File: src/pkg/sfid_consts.svh
// Constants for the serial flash identity and security command block
`ifndef SFID_CONSTS_SVH
`define SFID_CONSTS_SVH

// Instruction codes
`define SFID_OP_ID_SINGLE 8'h90
`define SFID_OP_ID_DUAL 8'h92
`define SFID_OP_ID_QUAD 8'h94
`define SFID_OP_UID 8'h4b
`define SFID_OP_STD_ID 8'h9f
`define SFID_OP_TABLE 8'h5a
`define SFID_OP_SEC_ERASE 8'h44
`define SFID_OP_WREN 8'h06
`define SFID_OP_WRDI 8'h04
`define SFID_OP_RDSR 8'h05
`define SFID_OP_PDOWN 8'hb9
`define SFID_OP_RELEASE 8'hab

// Clock counts of each frame phase
`define SFID_CMD_CLKS 6'h08
`define SFID_ADDR_CLKS_1 6'h18
`define SFID_ADDR_CLKS_2 6'h0c
`define SFID_ADDR_CLKS_4 6'h06
`define SFID_MODE_CLKS 6'h04
`define SFID_QUAD_DUMMY_CLKS 6'h04
`define SFID_UID_DUMMY_CLKS 6'h20
`define SFID_TABLE_DUMMY_CLKS 6'h08

// Erase timing: time in microseconds and system clock rate in MHz
`define SFID_SEC_ERASE_TIME_US 100
`define SFID_CLK_MHZ 100

// Register offsets
`define SFID_REG_STATUS 8'h00
`define SFID_REG_LOCK 8'h04
`define SFID_REG_TBL_IDX 8'h08
`define SFID_REG_TBL_DATA 8'h0c
`define SFID_REG_ERASE_INFO 8'h10

// Status field positions, table reset value and FIFO depth
`define SFID_SR_BUSY_BIT 0
`define SFID_SR_WL_BIT 1
`define SFID_SR_PD_BIT 2
`define SFID_SR_LOCK_LSB 3
`define SFID_TABLE_RESET 8'hff
`define SFID_FIFO_DEPTH 32

`endif

File: src/pkg/sfid_pkg.sv
// Types shared by the serial flash identity and security command block
`default_nettype none
package sfid_pkg;

   // Phase of the current select-low frame
   typedef enum logic [2:0] {
      SFID_PH_CMD,
      SFID_PH_ADDR,
      SFID_PH_MODE,
      SFID_PH_DUMMY,
      SFID_PH_OUT,
      SFID_PH_HOLD,
      SFID_PH_IGNORE
   } sfid_phase_t;

   // Source of the bytes shifted out
   typedef enum logic [2:0] {
      SFID_SRC_MFR_DEV,
      SFID_SRC_STD_ID,
      SFID_SRC_UID,
      SFID_SRC_TABLE,
      SFID_SRC_STATUS
   } sfid_src_t;

   // Number of data lines in use
   typedef enum logic [1:0] {
      SFID_LANE_1,
      SFID_LANE_2,
      SFID_LANE_4
   } sfid_lanes_t;

   // Link pins as sampled
   typedef struct packed {
      logic cs_n;
      logic sclk;
      logic [3:0] io;
   } sfid_pins_t;

endpackage
`default_nettype wire

File: src/design/sfid_top.sv
// Serial flash identity reads and security register erase, device side
`include "sfid_consts.svh"
`default_nettype none
`timescale 1ns/1ps
module sfid_top
   import sfid_pkg::*;
#(
   parameter logic [7:0] MFR_ID = 8'h5c,     // Arbitrary value
   parameter logic [7:0] DEV_ID = 8'h16,     // Arbitrary value
   parameter logic [7:0] MEM_TYPE = 8'h60,   // Arbitrary value
   parameter logic [7:0] CAPACITY = 8'h17,   // Arbitrary value
   parameter logic [63:0] UNIQUE_ID = 64'h0123_4567_89ab_cdef, // Arbitrary
   parameter int ERASE_CYCLES = `SFID_SEC_ERASE_TIME_US * `SFID_CLK_MHZ,
   parameter int FIFO_DEPTH = `SFID_FIFO_DEPTH
)
(
   input wire logic clk_sys,
   input wire logic resetn,
   input wire logic spi_cs_n,
   input wire logic spi_sclk,
   input wire logic [3:0] spi_io_in,
   output logic [3:0] spi_io_out,
   output logic [3:0] spi_io_oe,
   input wire logic [7:0] reg_addr,
   input wire logic [31:0] reg_wdata,
   input wire logic reg_wr,
   input wire logic reg_rd,
   output logic [31:0] reg_rdata
);
   sfid_pins_t pins_s1_r;
   sfid_pins_t pins_s2_r;
   logic sclk_d_r;
   logic cs_d_r;
   logic sclk_rise;
   logic sclk_fall;
   logic cs_rise;
   sfid_phase_t phase_r;
   sfid_phase_t phase_d_r;
   logic [5:0] clk_left_r;
   logic [7:0] cmd_r;
   logic [7:0] cmd_sh;
   logic [23:0] addr_r;
   logic [23:0] addr_nxt;
   sfid_lanes_t in_lanes_r;
   sfid_lanes_t out_lanes_r;
   sfid_src_t src_r;
   logic out_start;
   logic [7:0] start_idx;
   logic prod_en_r;
   logic [7:0] idx_r;
   logic [7:0] src_byte;
   logic fifo_ready;
   logic fifo_valid;
   logic [7:0] fifo_data;
   logic pop;
   logic [7:0] out_byte_r;
   logic [2:0] out_left_r;
   logic [7:0] cur_byte;
   logic write_latch_r;
   logic pd_r;
   logic busy_r;
   logic [31:0] erase_cnt_r;
   logic erase_done;
   logic erase_go;
   logic [3:0] erase_sel;
   logic [1:0] last_sel_r;
   logic [7:0] erase_total_r;
   logic [2:0] otp_lock_bits_r;
   logic [7:0] tbl_idx_r;
   logic [7:0] table_r [256];
   logic [7:0] status_byte;
   logic frame_end_hold;

   // Two-stage synchronisers for every link pin
   always_ff @(posedge clk_sys or negedge resetn)
   begin
      if (!resetn)
      begin
         pins_s1_r <= '{cs_n: 1'b1, sclk: 1'b0, io: 4'h0};
         pins_s2_r <= '{cs_n: 1'b1, sclk: 1'b0, io: 4'h0};
         sclk_d_r <= 1'b0;
         cs_d_r <= 1'b1;
      end
      else
      begin
         pins_s1_r <= '{cs_n: spi_cs_n, sclk: spi_sclk, io: spi_io_in};
         pins_s2_r <= pins_s1_r;
         sclk_d_r <= pins_s2_r.sclk;
         cs_d_r <= pins_s2_r.cs_n;
      end
   end

   // Link clock edges inside a frame, and the end of a frame
   assign sclk_rise = pins_s2_r.sclk & ~sclk_d_r & ~pins_s2_r.cs_n;
   assign sclk_fall = ~pins_s2_r.sclk & sclk_d_r & ~pins_s2_r.cs_n;
   assign cs_rise = pins_s2_r.cs_n & ~cs_d_r;
   assign cmd_sh = {cmd_r[6:0], pins_s2_r.io[0]};

   // Address shift, one, two or four bits per clock
   always_comb
   begin
      unique case (in_lanes_r)
         SFID_LANE_1: addr_nxt = {addr_r[22:0], pins_s2_r.io[0]};
         SFID_LANE_2: addr_nxt = {addr_r[21:0], pins_s2_r.io[1:0]};
         SFID_LANE_4: addr_nxt = {addr_r[19:0], pins_s2_r.io[3:0]};
         default: addr_nxt = addr_r;
      endcase
   end

   // Frame sequencer: instruction, address, mode, dummy and output phases
   always_ff @(posedge clk_sys or negedge resetn)
   begin
      if (!resetn)
      begin
         phase_r <= SFID_PH_CMD;
         clk_left_r <= `SFID_CMD_CLKS - 6'h01;
         cmd_r <= 8'h00;
         addr_r <= 24'h000000;
         in_lanes_r <= SFID_LANE_1;
         out_lanes_r <= SFID_LANE_1;
         src_r <= SFID_SRC_MFR_DEV;
      end
      else if (pins_s2_r.cs_n)
      begin
         phase_r <= SFID_PH_CMD;
         clk_left_r <= `SFID_CMD_CLKS - 6'h01;
      end
      else if (sclk_rise)
      begin
         if (clk_left_r != 6'h00)
            clk_left_r <= clk_left_r - 6'h01;
         unique case (phase_r)
            SFID_PH_CMD:
            begin
               cmd_r <= cmd_sh;
               if (clk_left_r == 6'h00)
               begin
                  in_lanes_r <= SFID_LANE_1;
                  out_lanes_r <= SFID_LANE_1;
                  clk_left_r <= `SFID_ADDR_CLKS_1 - 6'h01;
                  if (pd_r)
                  begin
                     phase_r <= (cmd_sh == `SFID_OP_RELEASE) ?
                                SFID_PH_HOLD : SFID_PH_IGNORE;
                  end
                  else if (busy_r)
                  begin
                     phase_r <= (cmd_sh == `SFID_OP_RDSR) ?
                                SFID_PH_OUT : SFID_PH_IGNORE;
                     src_r <= SFID_SRC_STATUS;
                  end
                  else
                  begin
                     case (cmd_sh)
                        `SFID_OP_ID_SINGLE:
                        begin
                           phase_r <= SFID_PH_ADDR;
                           src_r <= SFID_SRC_MFR_DEV;
                        end
                        `SFID_OP_ID_DUAL:
                        begin
                           phase_r <= SFID_PH_ADDR;
                           src_r <= SFID_SRC_MFR_DEV;
                           in_lanes_r <= SFID_LANE_2;
                           out_lanes_r <= SFID_LANE_2;
                           clk_left_r <= `SFID_ADDR_CLKS_2 - 6'h01;
                        end
                        `SFID_OP_ID_QUAD:
                        begin
                           phase_r <= SFID_PH_DUMMY;
                           src_r <= SFID_SRC_MFR_DEV;
                           in_lanes_r <= SFID_LANE_4;
                           out_lanes_r <= SFID_LANE_4;
                           clk_left_r <= `SFID_QUAD_DUMMY_CLKS - 6'h01;
                        end
                        `SFID_OP_UID:
                        begin
                           phase_r <= SFID_PH_DUMMY;
                           src_r <= SFID_SRC_UID;
                           clk_left_r <= `SFID_UID_DUMMY_CLKS - 6'h01;
                        end
                        `SFID_OP_STD_ID:
                        begin
                           phase_r <= SFID_PH_OUT;
                           src_r <= SFID_SRC_STD_ID;
                        end
                        `SFID_OP_TABLE:
                        begin
                           phase_r <= SFID_PH_ADDR;
                           src_r <= SFID_SRC_TABLE;
                        end
                        `SFID_OP_SEC_ERASE:
                           phase_r <= SFID_PH_ADDR;
                        `SFID_OP_RDSR:
                        begin
                           phase_r <= SFID_PH_OUT;
                           src_r <= SFID_SRC_STATUS;
                        end
                        `SFID_OP_WREN, `SFID_OP_WRDI, `SFID_OP_PDOWN,
                        `SFID_OP_RELEASE:
                           phase_r <= SFID_PH_HOLD;
                        default:
                           phase_r <= SFID_PH_IGNORE;
                     endcase
                  end
               end
            end
            SFID_PH_ADDR:
            begin
               addr_r <= addr_nxt;
               if (clk_left_r == 6'h00)
               begin
                  case (cmd_r)
                     // bypass bits are taken and not used
                     `SFID_OP_ID_DUAL:
                     begin
                        phase_r <= SFID_PH_MODE;
                        clk_left_r <= `SFID_MODE_CLKS - 6'h01;
                     end
                     // eight dummies, data from 41st clock
                     `SFID_OP_TABLE:
                     begin
                        phase_r <= SFID_PH_DUMMY;
                        clk_left_r <= `SFID_TABLE_DUMMY_CLKS - 6'h01;
                     end
                     `SFID_OP_SEC_ERASE:
                        phase_r <= SFID_PH_HOLD;
                     default:
                        phase_r <= SFID_PH_OUT;
                  endcase
               end
            end
            SFID_PH_MODE:
            begin
               if (clk_left_r == 6'h00)
                  phase_r <= SFID_PH_OUT;
            end
            SFID_PH_DUMMY:
            begin
               if (clk_left_r == 6'h00)
               begin
                  if (cmd_r == `SFID_OP_ID_QUAD)
                  begin
                     phase_r <= SFID_PH_ADDR;
                     clk_left_r <= `SFID_ADDR_CLKS_4 - 6'h01;
                  end
                  else
                     phase_r <= SFID_PH_OUT;
               end
            end
            // any extra clock voids the instruction
            SFID_PH_HOLD: phase_r <= SFID_PH_IGNORE;
            SFID_PH_OUT, SFID_PH_IGNORE: phase_r <= phase_r;
         endcase
      end
   end

   // Start of the output phase and the first byte to send
   always_ff @(posedge clk_sys or negedge resetn)
   begin
      if (!resetn)
         phase_d_r <= SFID_PH_CMD;
      else
         phase_d_r <= phase_r;
   end

   assign out_start = (phase_r == SFID_PH_OUT) && (phase_d_r != SFID_PH_OUT);

   // odd start address leads with device byte, except on the single-line read
   // only the low address byte counts
   always_comb
   begin
      start_idx = 8'h00;
      if (src_r == SFID_SRC_TABLE)
         start_idx = addr_r[7:0];
      else if (src_r == SFID_SRC_MFR_DEV && cmd_r != `SFID_OP_ID_SINGLE)
         start_idx = {7'h00, addr_r[0]};
   end

   // Response byte for the current index
   always_comb
   begin
      unique case (src_r)
         SFID_SRC_MFR_DEV: src_byte = idx_r[0] ? DEV_ID : MFR_ID;
         SFID_SRC_STD_ID:
            src_byte = (idx_r == 8'h00) ? MFR_ID :
                       (idx_r == 8'h01) ? MEM_TYPE : CAPACITY;
         SFID_SRC_UID: src_byte = UNIQUE_ID[{3'h7 - idx_r[2:0], 3'h0} +: 8];
         SFID_SRC_TABLE: src_byte = table_r[idx_r];
         SFID_SRC_STATUS: src_byte = status_byte;
         default: src_byte = 8'hff;
      endcase
   end

   // Generator fills the FIFO, stalled whenever it is full
   always_ff @(posedge clk_sys or negedge resetn)
   begin
      if (!resetn)
      begin
         prod_en_r <= 1'b0;
         idx_r <= 8'h00;
      end
      else if (pins_s2_r.cs_n)
         prod_en_r <= 1'b0;
      else if (out_start)
      begin
         prod_en_r <= 1'b1;
         idx_r <= start_idx;
      end
      else if (prod_en_r && fifo_ready)
      begin
         // alternation, the table wraps at 256
         if (src_r == SFID_SRC_STD_ID && idx_r == 8'h02)
            idx_r <= 8'h00;
         else
            idx_r <= idx_r + 8'h01;
      end
   end

   sfid_fifo #(
      .WIDTH(8),
      .DEPTH(FIFO_DEPTH)
   ) u_fifo (
      .clk_sys(clk_sys),
      .resetn(resetn),
      .clr(pins_s2_r.cs_n),
      .in_valid(prod_en_r),
      .in_ready(fifo_ready),
      .in_data(src_byte),
      .out_valid(fifo_valid),
      .out_ready(pop),
      .out_data(fifo_data)
   );

   // A new byte is taken on the falling edge that starts it
   assign pop = sclk_fall && (phase_r == SFID_PH_OUT) && (out_left_r == 3'h0);
   // Status bypasses the FIFO so a polled busy flag is never stale
   assign cur_byte = (out_left_r != 3'h0) ? out_byte_r :
                     (src_r == SFID_SRC_STATUS) ? status_byte :
                     (fifo_valid ? fifo_data : 8'hff);

   // output shifter, MSB first on falling edges
   always_ff @(posedge clk_sys or negedge resetn)
   begin
      if (!resetn)
      begin
         spi_io_out <= 4'h0;
         spi_io_oe <= 4'h0;
         out_byte_r <= 8'h00;
         out_left_r <= 3'h0;
      end
      else if (pins_s2_r.cs_n)
      begin
         spi_io_oe <= 4'h0;
         out_left_r <= 3'h0;
      end
      else if (sclk_fall && phase_r == SFID_PH_OUT)
      begin
         unique case (out_lanes_r)
            SFID_LANE_1:
            begin
               spi_io_out <= {2'h0, cur_byte[7], 1'b0};
               spi_io_oe <= 4'h2;
               out_byte_r <= {cur_byte[6:0], 1'b0};
               out_left_r <= (out_left_r == 3'h0) ? 3'h7 : out_left_r - 3'h1;
            end
            SFID_LANE_2:
            begin
               spi_io_out <= {2'h0, cur_byte[7:6]};
               spi_io_oe <= 4'h3;
               out_byte_r <= {cur_byte[5:0], 2'h0};
               out_left_r <= (out_left_r == 3'h0) ? 3'h3 : out_left_r - 3'h1;
            end
            SFID_LANE_4:
            begin
               spi_io_out <= cur_byte[7:4];
               spi_io_oe <= 4'hf;
               out_byte_r <= {cur_byte[3:0], 4'h0};
               out_left_r <= (out_left_r == 3'h0) ? 3'h1 : out_left_r - 3'h1;
            end
         endcase
      end
   end

   // Frame ended exactly after the last instruction or address bit
   assign frame_end_hold = cs_rise && (phase_r == SFID_PH_HOLD);
   assign erase_sel = addr_r[15:12];

   assign erase_go = frame_end_hold && (cmd_r == `SFID_OP_SEC_ERASE) &&
                     write_latch_r && (addr_r[23:16] == 8'h00) &&
                     (addr_r[11:8] == 4'h0) && (erase_sel >= 4'h1) &&
                     (erase_sel <= 4'h3) &&
                     !otp_lock_bits_r[erase_sel[1:0] - 2'h1];
   assign erase_done = busy_r && (erase_cnt_r == 32'h0);

   always_ff @(posedge clk_sys or negedge resetn)
   begin
      if (!resetn)
      begin
         busy_r <= 1'b0;
         erase_cnt_r <= 32'h0;
         last_sel_r <= 2'h0;
         erase_total_r <= 8'h00;
      end
      else if (erase_go)
      begin
         busy_r <= 1'b1;
         erase_cnt_r <= 32'(ERASE_CYCLES - 1);
         last_sel_r <= erase_sel[1:0];
      end
      else if (erase_done)
      begin
         busy_r <= 1'b0;
         erase_total_r <= erase_total_r + 8'h01;
      end
      else if (busy_r)
         erase_cnt_r <= erase_cnt_r - 32'h1;
   end

   // Write latch; a set in the clearing cycle wins
   always_ff @(posedge clk_sys or negedge resetn)
   begin
      if (!resetn)
         write_latch_r <= 1'b0;
      else
      begin
         if (erase_done || (frame_end_hold && cmd_r == `SFID_OP_WRDI))
            write_latch_r <= 1'b0;
         if (frame_end_hold && cmd_r == `SFID_OP_WREN)
            write_latch_r <= 1'b1;
      end
   end

   always_ff @(posedge clk_sys or negedge resetn)
   begin
      if (!resetn)
         pd_r <= 1'b0;
      else if (frame_end_hold && cmd_r == `SFID_OP_PDOWN)
         pd_r <= 1'b1;
      else if (frame_end_hold && cmd_r == `SFID_OP_RELEASE)
         pd_r <= 1'b0;
   end

   // Status byte returned by the status read
   always_comb
   begin
      status_byte = 8'h00;
      status_byte[`SFID_SR_BUSY_BIT] = busy_r;
      status_byte[`SFID_SR_WL_BIT] = write_latch_r;
   end

   // lock bits only ever set; table loaded by software
   always_ff @(posedge clk_sys or negedge resetn)
   begin
      if (!resetn)
      begin
         otp_lock_bits_r <= 3'h0;
         tbl_idx_r <= 8'h00;
         for (int i = 0; i < 256; i++)
            table_r[i] <= `SFID_TABLE_RESET;
      end
      else if (reg_wr)
      begin
         if (reg_addr == `SFID_REG_LOCK)
            otp_lock_bits_r <= otp_lock_bits_r | reg_wdata[2:0];
         else if (reg_addr == `SFID_REG_TBL_IDX)
            tbl_idx_r <= reg_wdata[7:0];
         else if (reg_addr == `SFID_REG_TBL_DATA)
         begin
            table_r[tbl_idx_r] <= reg_wdata[7:0];
            tbl_idx_r <= tbl_idx_r + 8'h01;
         end
      end
   end

   // Read data stands only in the cycle after the read strobe
   always_ff @(posedge clk_sys or negedge resetn)
   begin
      if (!resetn)
         reg_rdata <= 32'h0;
      else if (!reg_rd)
         reg_rdata <= 32'h0;
      else
      begin
         reg_rdata <= 32'h0;
         unique case (reg_addr)
            `SFID_REG_STATUS:
            begin
               reg_rdata[`SFID_SR_BUSY_BIT] <= busy_r;
               reg_rdata[`SFID_SR_WL_BIT] <= write_latch_r;
               reg_rdata[`SFID_SR_PD_BIT] <= pd_r;
               reg_rdata[`SFID_SR_LOCK_LSB +: 3] <= otp_lock_bits_r;
            end
            `SFID_REG_LOCK: reg_rdata[2:0] <= otp_lock_bits_r;
            `SFID_REG_TBL_IDX: reg_rdata[7:0] <= tbl_idx_r;
            `SFID_REG_TBL_DATA: reg_rdata[7:0] <= table_r[tbl_idx_r];
            `SFID_REG_ERASE_INFO:
            begin
               reg_rdata[1:0] <= last_sel_r;
               reg_rdata[15:8] <= erase_total_r;
            end
            default: reg_rdata <= 32'h0;
         endcase
      end
   end
endmodule
`default_nettype wire

File: src/design/sfid_fifo.sv
// Byte FIFO between the response generator and the output shifter
`default_nettype none
`timescale 1ns/1ps
module sfid_fifo
   import sfid_pkg::*;
#(
   parameter int WIDTH = 8,
   parameter int DEPTH = 32
)
(
   input wire logic clk_sys,
   input wire logic resetn,
   input wire logic clr,
   input wire logic in_valid,
   output logic in_ready,
   input wire logic [WIDTH-1:0] in_data,
   output logic out_valid,
   input wire logic out_ready,
   output logic [WIDTH-1:0] out_data
);
   localparam int AW = $clog2(DEPTH);

   logic [WIDTH-1:0] mem_r [DEPTH];
   logic [AW-1:0] wr_ptr_r;
   logic [AW-1:0] rd_ptr_r;
   logic [AW:0] count_r;
   logic push;
   logic pop;

   // Honest full and empty flags
   assign in_ready = (count_r != (AW+1)'(DEPTH));
   assign out_valid = (count_r != '0);
   assign push = in_valid & in_ready;
   assign pop = out_valid & out_ready;
   assign out_data = mem_r[rd_ptr_r];

   // Storage, written at the write pointer
   always_ff @(posedge clk_sys)
   begin
      if (push)
         mem_r[wr_ptr_r] <= in_data;
   end

   // Pointers and fill count; clear empties the FIFO
   always_ff @(posedge clk_sys or negedge resetn)
   begin
      if (!resetn)
      begin
         wr_ptr_r <= '0;
         rd_ptr_r <= '0;
         count_r <= '0;
      end
      else if (clr)
      begin
         wr_ptr_r <= '0;
         rd_ptr_r <= '0;
         count_r <= '0;
      end
      else
      begin
         if (push)
            wr_ptr_r <= (wr_ptr_r == AW'(DEPTH-1)) ? '0 : wr_ptr_r + 1'b1;
         if (pop)
            rd_ptr_r <= (rd_ptr_r == AW'(DEPTH-1)) ? '0 : rd_ptr_r + 1'b1;
         if (push && !pop)
            count_r <= count_r + 1'b1;
         else if (pop && !push)
            count_r <= count_r - 1'b1;
      end
   end
endmodule
`default_nettype wire

File: config.mk
export PLATFORM = sky130hd
export DESIGN_NAME = sfid_top
export DESIGN_NICKNAME = d
export VERILOG_FILES = /design/src/pkg/sfid_pkg.sv /design/src/design/sfid_top.sv /design/src/design/sfid_fifo.sv
export VERILOG_INCLUDE_DIRS = /design/src /design/src/pkg
export SDC_FILE = /design/constraint.sdc
export NUM_CORES = 2
export LEC_CHECK = 0
export BUFFER_PORTS_ARGS = -buffer_cell sky130_fd_sc_hd__buf_2
export CAP_MARGIN = 0
export CORE_ASPECT_RATIO = 0.75
export CORE_MARGIN = 2
export CORE_UTILIZATION = 40
export CTS_CLUSTER_DIAMETER = 30
export DETAILED_ROUTE_END_ITERATION = 12
export GPL_TIMING_DRIVEN = 0
export PLACE_DENSITY = 0.59
export SLEW_MARGIN = 15
export SYNTH_ARGS = -nofsm -noshare
export SYNTH_HDL_FRONTEND = slang
export SYNTH_SLANG_ARGS = --single-unit
File: constraint.sdc
create_clock -name clk_sys -period 9.1 [get_ports clk_sys]
set_input_delay 0.91 -clock clk_sys [delete_from_list [all_inputs] [get_ports clk_sys]]
set_output_delay 0.91 -clock clk_sys [all_outputs]
set_load 0.05 [all_outputs]
==> impl_metrics.py <==
metrics = {
    "outcome": {
        "status": "finished, violations left",
        "violations": "capacitance limit, slew limit, setup timing",
    },
    "timing": {
        "rsz0062_at_grt": "false",
        "clock.fmax_mhz": 103.0,
        "finalWorstSetupSlack_ns": -0.6066,
        "worst_clock_skew_ns": 0.04827,
        "layout_worst_path_cycle_share_pct": 106.7,
        "setup_violations": 64,
        "timing_hold_violations_final": 0,
        "slew_headroom_pct": -2.405,
        "slew_violations": 22,
        "post-route-min-period_ns": 9.707,
        "worst_pin_slew_ns": 1.536,
    },
    "synthesis": {
        "synthCells": 8645,
        "synth-seq-cells": 2481,
        "synth.yosys.seq_area_share_pct": 49.08,
        "synth_flop_cell": "dfstp_2",
        "async_flop_share_pct": 89.68,
        "synth_top_area_cell": "dfstp_2",
        "ys_types": 97,
        "synth.avg_cell_area_um2": 15.54,
        "synth_enable_flop_cells": 256,
        "synth_area_um2": 134300,
        "ys_warn_count": 0,
        "synth_top_area_share_pct": 40.17,
        "synthTopCellsByCount": "dfstp_2 (2054), mux2_2 (2052), mux4_2 (1120)",
        "netlist_top_cells_area": "dfstp_2 (40%), mux4_2 (19%), mux2_2 (17%), edfxtp_1 (5.7%), dfrtp_1 (3.2%)",
        "synth.most_common_cell": "dfstp_2",
    },
    "cts": {
        "cts_root_buffer": "clkbuf_16",
        "clkTransAtPathRegs_ns": 0.05,
        "clkLatencyLatePin_ns": 1.13,
        "cts_tree": "yes",
        "clock_path_buffers": 4,
        "cts.htree.levels": 6,
        "cts_buffers": 578,
        "cts_sinks": 2481,
    },
    "flow_run": {
        "cap_violations": 2,
    },
    "route": {
        "dr_wl_met2_um": 323300,
        "vias": 109374,
        "maxUsedRoutingLayer": "met5",
        "drc": 0,
        "drt_iter0_markers": 18701,
        "wl_um": 877100,
        "vias_per_cell": 7.471,
        "wl_met1_um": 333600,
        "wl_met3_um": 149000,
        "drt_first_pass_iters": 8,
        "wl_per_cell_um": 59.91,
        "ant_nets": 0,
    },
    "cells_and_area": {
        "layout-drive-gt1-share_pct": 72.65,
        "final_core_util_pct": 49.58,
        "synthToLayoutAreaGrowth_pct": 23.54,
        "nNetsFinal": 9559,
        "final_cell_area_um2": 166000,
    },
    "grt": {
        "grt.total_usage_pct": 50.53,
        "grt_pass1_vias": 97865,
        "grt_max_degree": 147,
        "antenna_found_initial": 220,
        "grt_pass1_wl_um": 1093000,
        "overflow": 0,
    },
    "critical_path": {
        "crit_path_max_fanout": 23,
        "crit_start": "idx_r[1]",
        "r2r-start": "idx_r[1]",
        "required_ns": 9.94,
        "reg2reg_depth": 12,
        "r2r_slack_ns": -0.61,
        "crit_path_end_kind": "flop",
        "path_class": "reg2reg",
        "arrival_ns": 10.54,
        "start_kind": "flop",
    },
    "power_and_ir_drop": {
        "p_leak_nw": 65.87,
        "vdd_drop_max_mv": 0.2874,
        "p_total_mw": 47.08,
        "p_per_area_nw_per_um2": 283.7,
    },
    "die": {
        "coreArea_um2": 334700,
        "rows": 184,
        "initial_core_util_pct": 40.13,
        "dieArea_um2": 340600,
        "ioPinCount": 90,
        "fp.dieW_um": 673.2,
        "die_y_um": 505.9,
    },
    "placed_design": {
        "port_buffers": 38,
        "pre_cts_ws_ns": -0.2565,
        "place_area_um2": 144700,
        "routabilityCongestion": 1.081,
        "hpwl_um": 640600,
    },
    "hold_path": {
        "min_delay_path_depth": 0,
        "min-delay-start": "pins_s1_r[2]",
        "hold_class": "reg2reg",
    },
}
## through the flow
step	std cells	setup TNS, ns	hold WS (ns)
finish	14640	-26.47	0.3347
global route	14456	0	0.3478
CTS	14414	0	0.2977
detailed placement	13354	-6.537	0.3356
global placement	13162	-	0.3315
floorplan	8660	0	0.3312
## layout make-up
cell class / instances / area (µm²)
fillers: 28380 / 168800
flip-flops and latches: 2481 / 65940
multi-input cells: 5392 / 65010
clock buffers: 741 / 15990
well taps: 4464 / 5585
clock inverters: 312 / 4546
repair buffers: 238 / 4249
plain buffers: 744 / 3928
diodes: 225 / 563.0
inverters: 43 / 162.7
## worst max-delay path, stage by stage, from the launching register on
cell	delay [ns]
dfrtp_1	0.43
buf_2	0.64
buf_2	1.12
buf_2	1.09
buf_2	1.23
buf_4	0.86
mux2i_1	0.45
o221ai_1	0.38
a221oi_1	0.59
nor3_1	0.27
o31ai_2	0.87
nand4_1	0.87
buf_6	0.45
## report_power, final
group          total, mW  internal (mW)  switching (mW)
clock               22.2           14.6            7.57
combinational       13.4           2.61            10.8
sequential          11.5           11.4          0.0948
total               47.1           28.6            18.5
## path summary, 6_finish.rpt
path / end
worst max-delay path: u_fifo.mem_r[17][0]
worst min-delay path: pins_s2_r[2]
worst max register to register: u_fifo.mem_r[17][0]
worst min register to register: pins_s2_r[2]
max in group asynchronous: erase_cnt_r[16]
min in group asynchronous: table_r[1174]
## cell usage in the layout, fill, tap and decap left out, drive strengths merged, types with 105 or more instances in the layout
cell	synthesis	layout
mux2	2088	2088
dfstp	2054	2054
clkbuf	415	1156
mux4	1120	1120
buf	329	559
nor2	469	469
mux2i	258	258
edfxtp	256	256
diode	0	225
nand2	211	211
dfrtp	171	171
clkinv	4	161
a21oi	160	160
o21ai	137	137
a22oi	105	105
## what timing repair did
item | 4_1_cts | 5_1_grt
hold buffers | 7 | 0
setup buffers | 0 | 0
resized for setup | 1 | 0
setup endpoints to repair | 32 | 0
endpoints found under the hold margin | 44 | 0
## kinds of logic (layout without fill, tap and decap cells)
| group | count (synthesis) | count (layout) | share of synthesized area [%] |
|---|---|---|---|
| compound gates | 766 | 766 | 3.883 |
| xor+xnor | 35 | 35 | 0.2282 |
| fa+ha+maj | 31 | 31 | 0.2943 |
| buf+inv | 787 | 2078 | 2.759 |
| flops | 2481 | 2481 | 49.08 |
| mux | 3466 | 3466 | 38.20 |
| other cells | 1 | 241 | 0.002791 |
| simple gates | 1078 | 1078 | 5.555 |
## flip-flops by register name, summed over array words and instances (netlist names), 6 cells and up
register / count
idx_r: 8
out_byte_r: 7
addr_r: 24
table_r: 2048
cmd_r: 8
erase_total_r: 8
clk_left_r: 6
pins_s1_r: 6
reg_rdata: 16
u_fifo.count_r: 6
tbl_idx_r: 8
erase_cnt_r: 32
u_fifo.mem_r: 256
## metal layers
metal	up-vias	track usage (%)
li1	36083	-
met1	58742	63.50
met2	11630	60.92
met3	2831	33.07
met4	88	34.92
met5	-	4.028
Power figures use the tool's default switching activity.
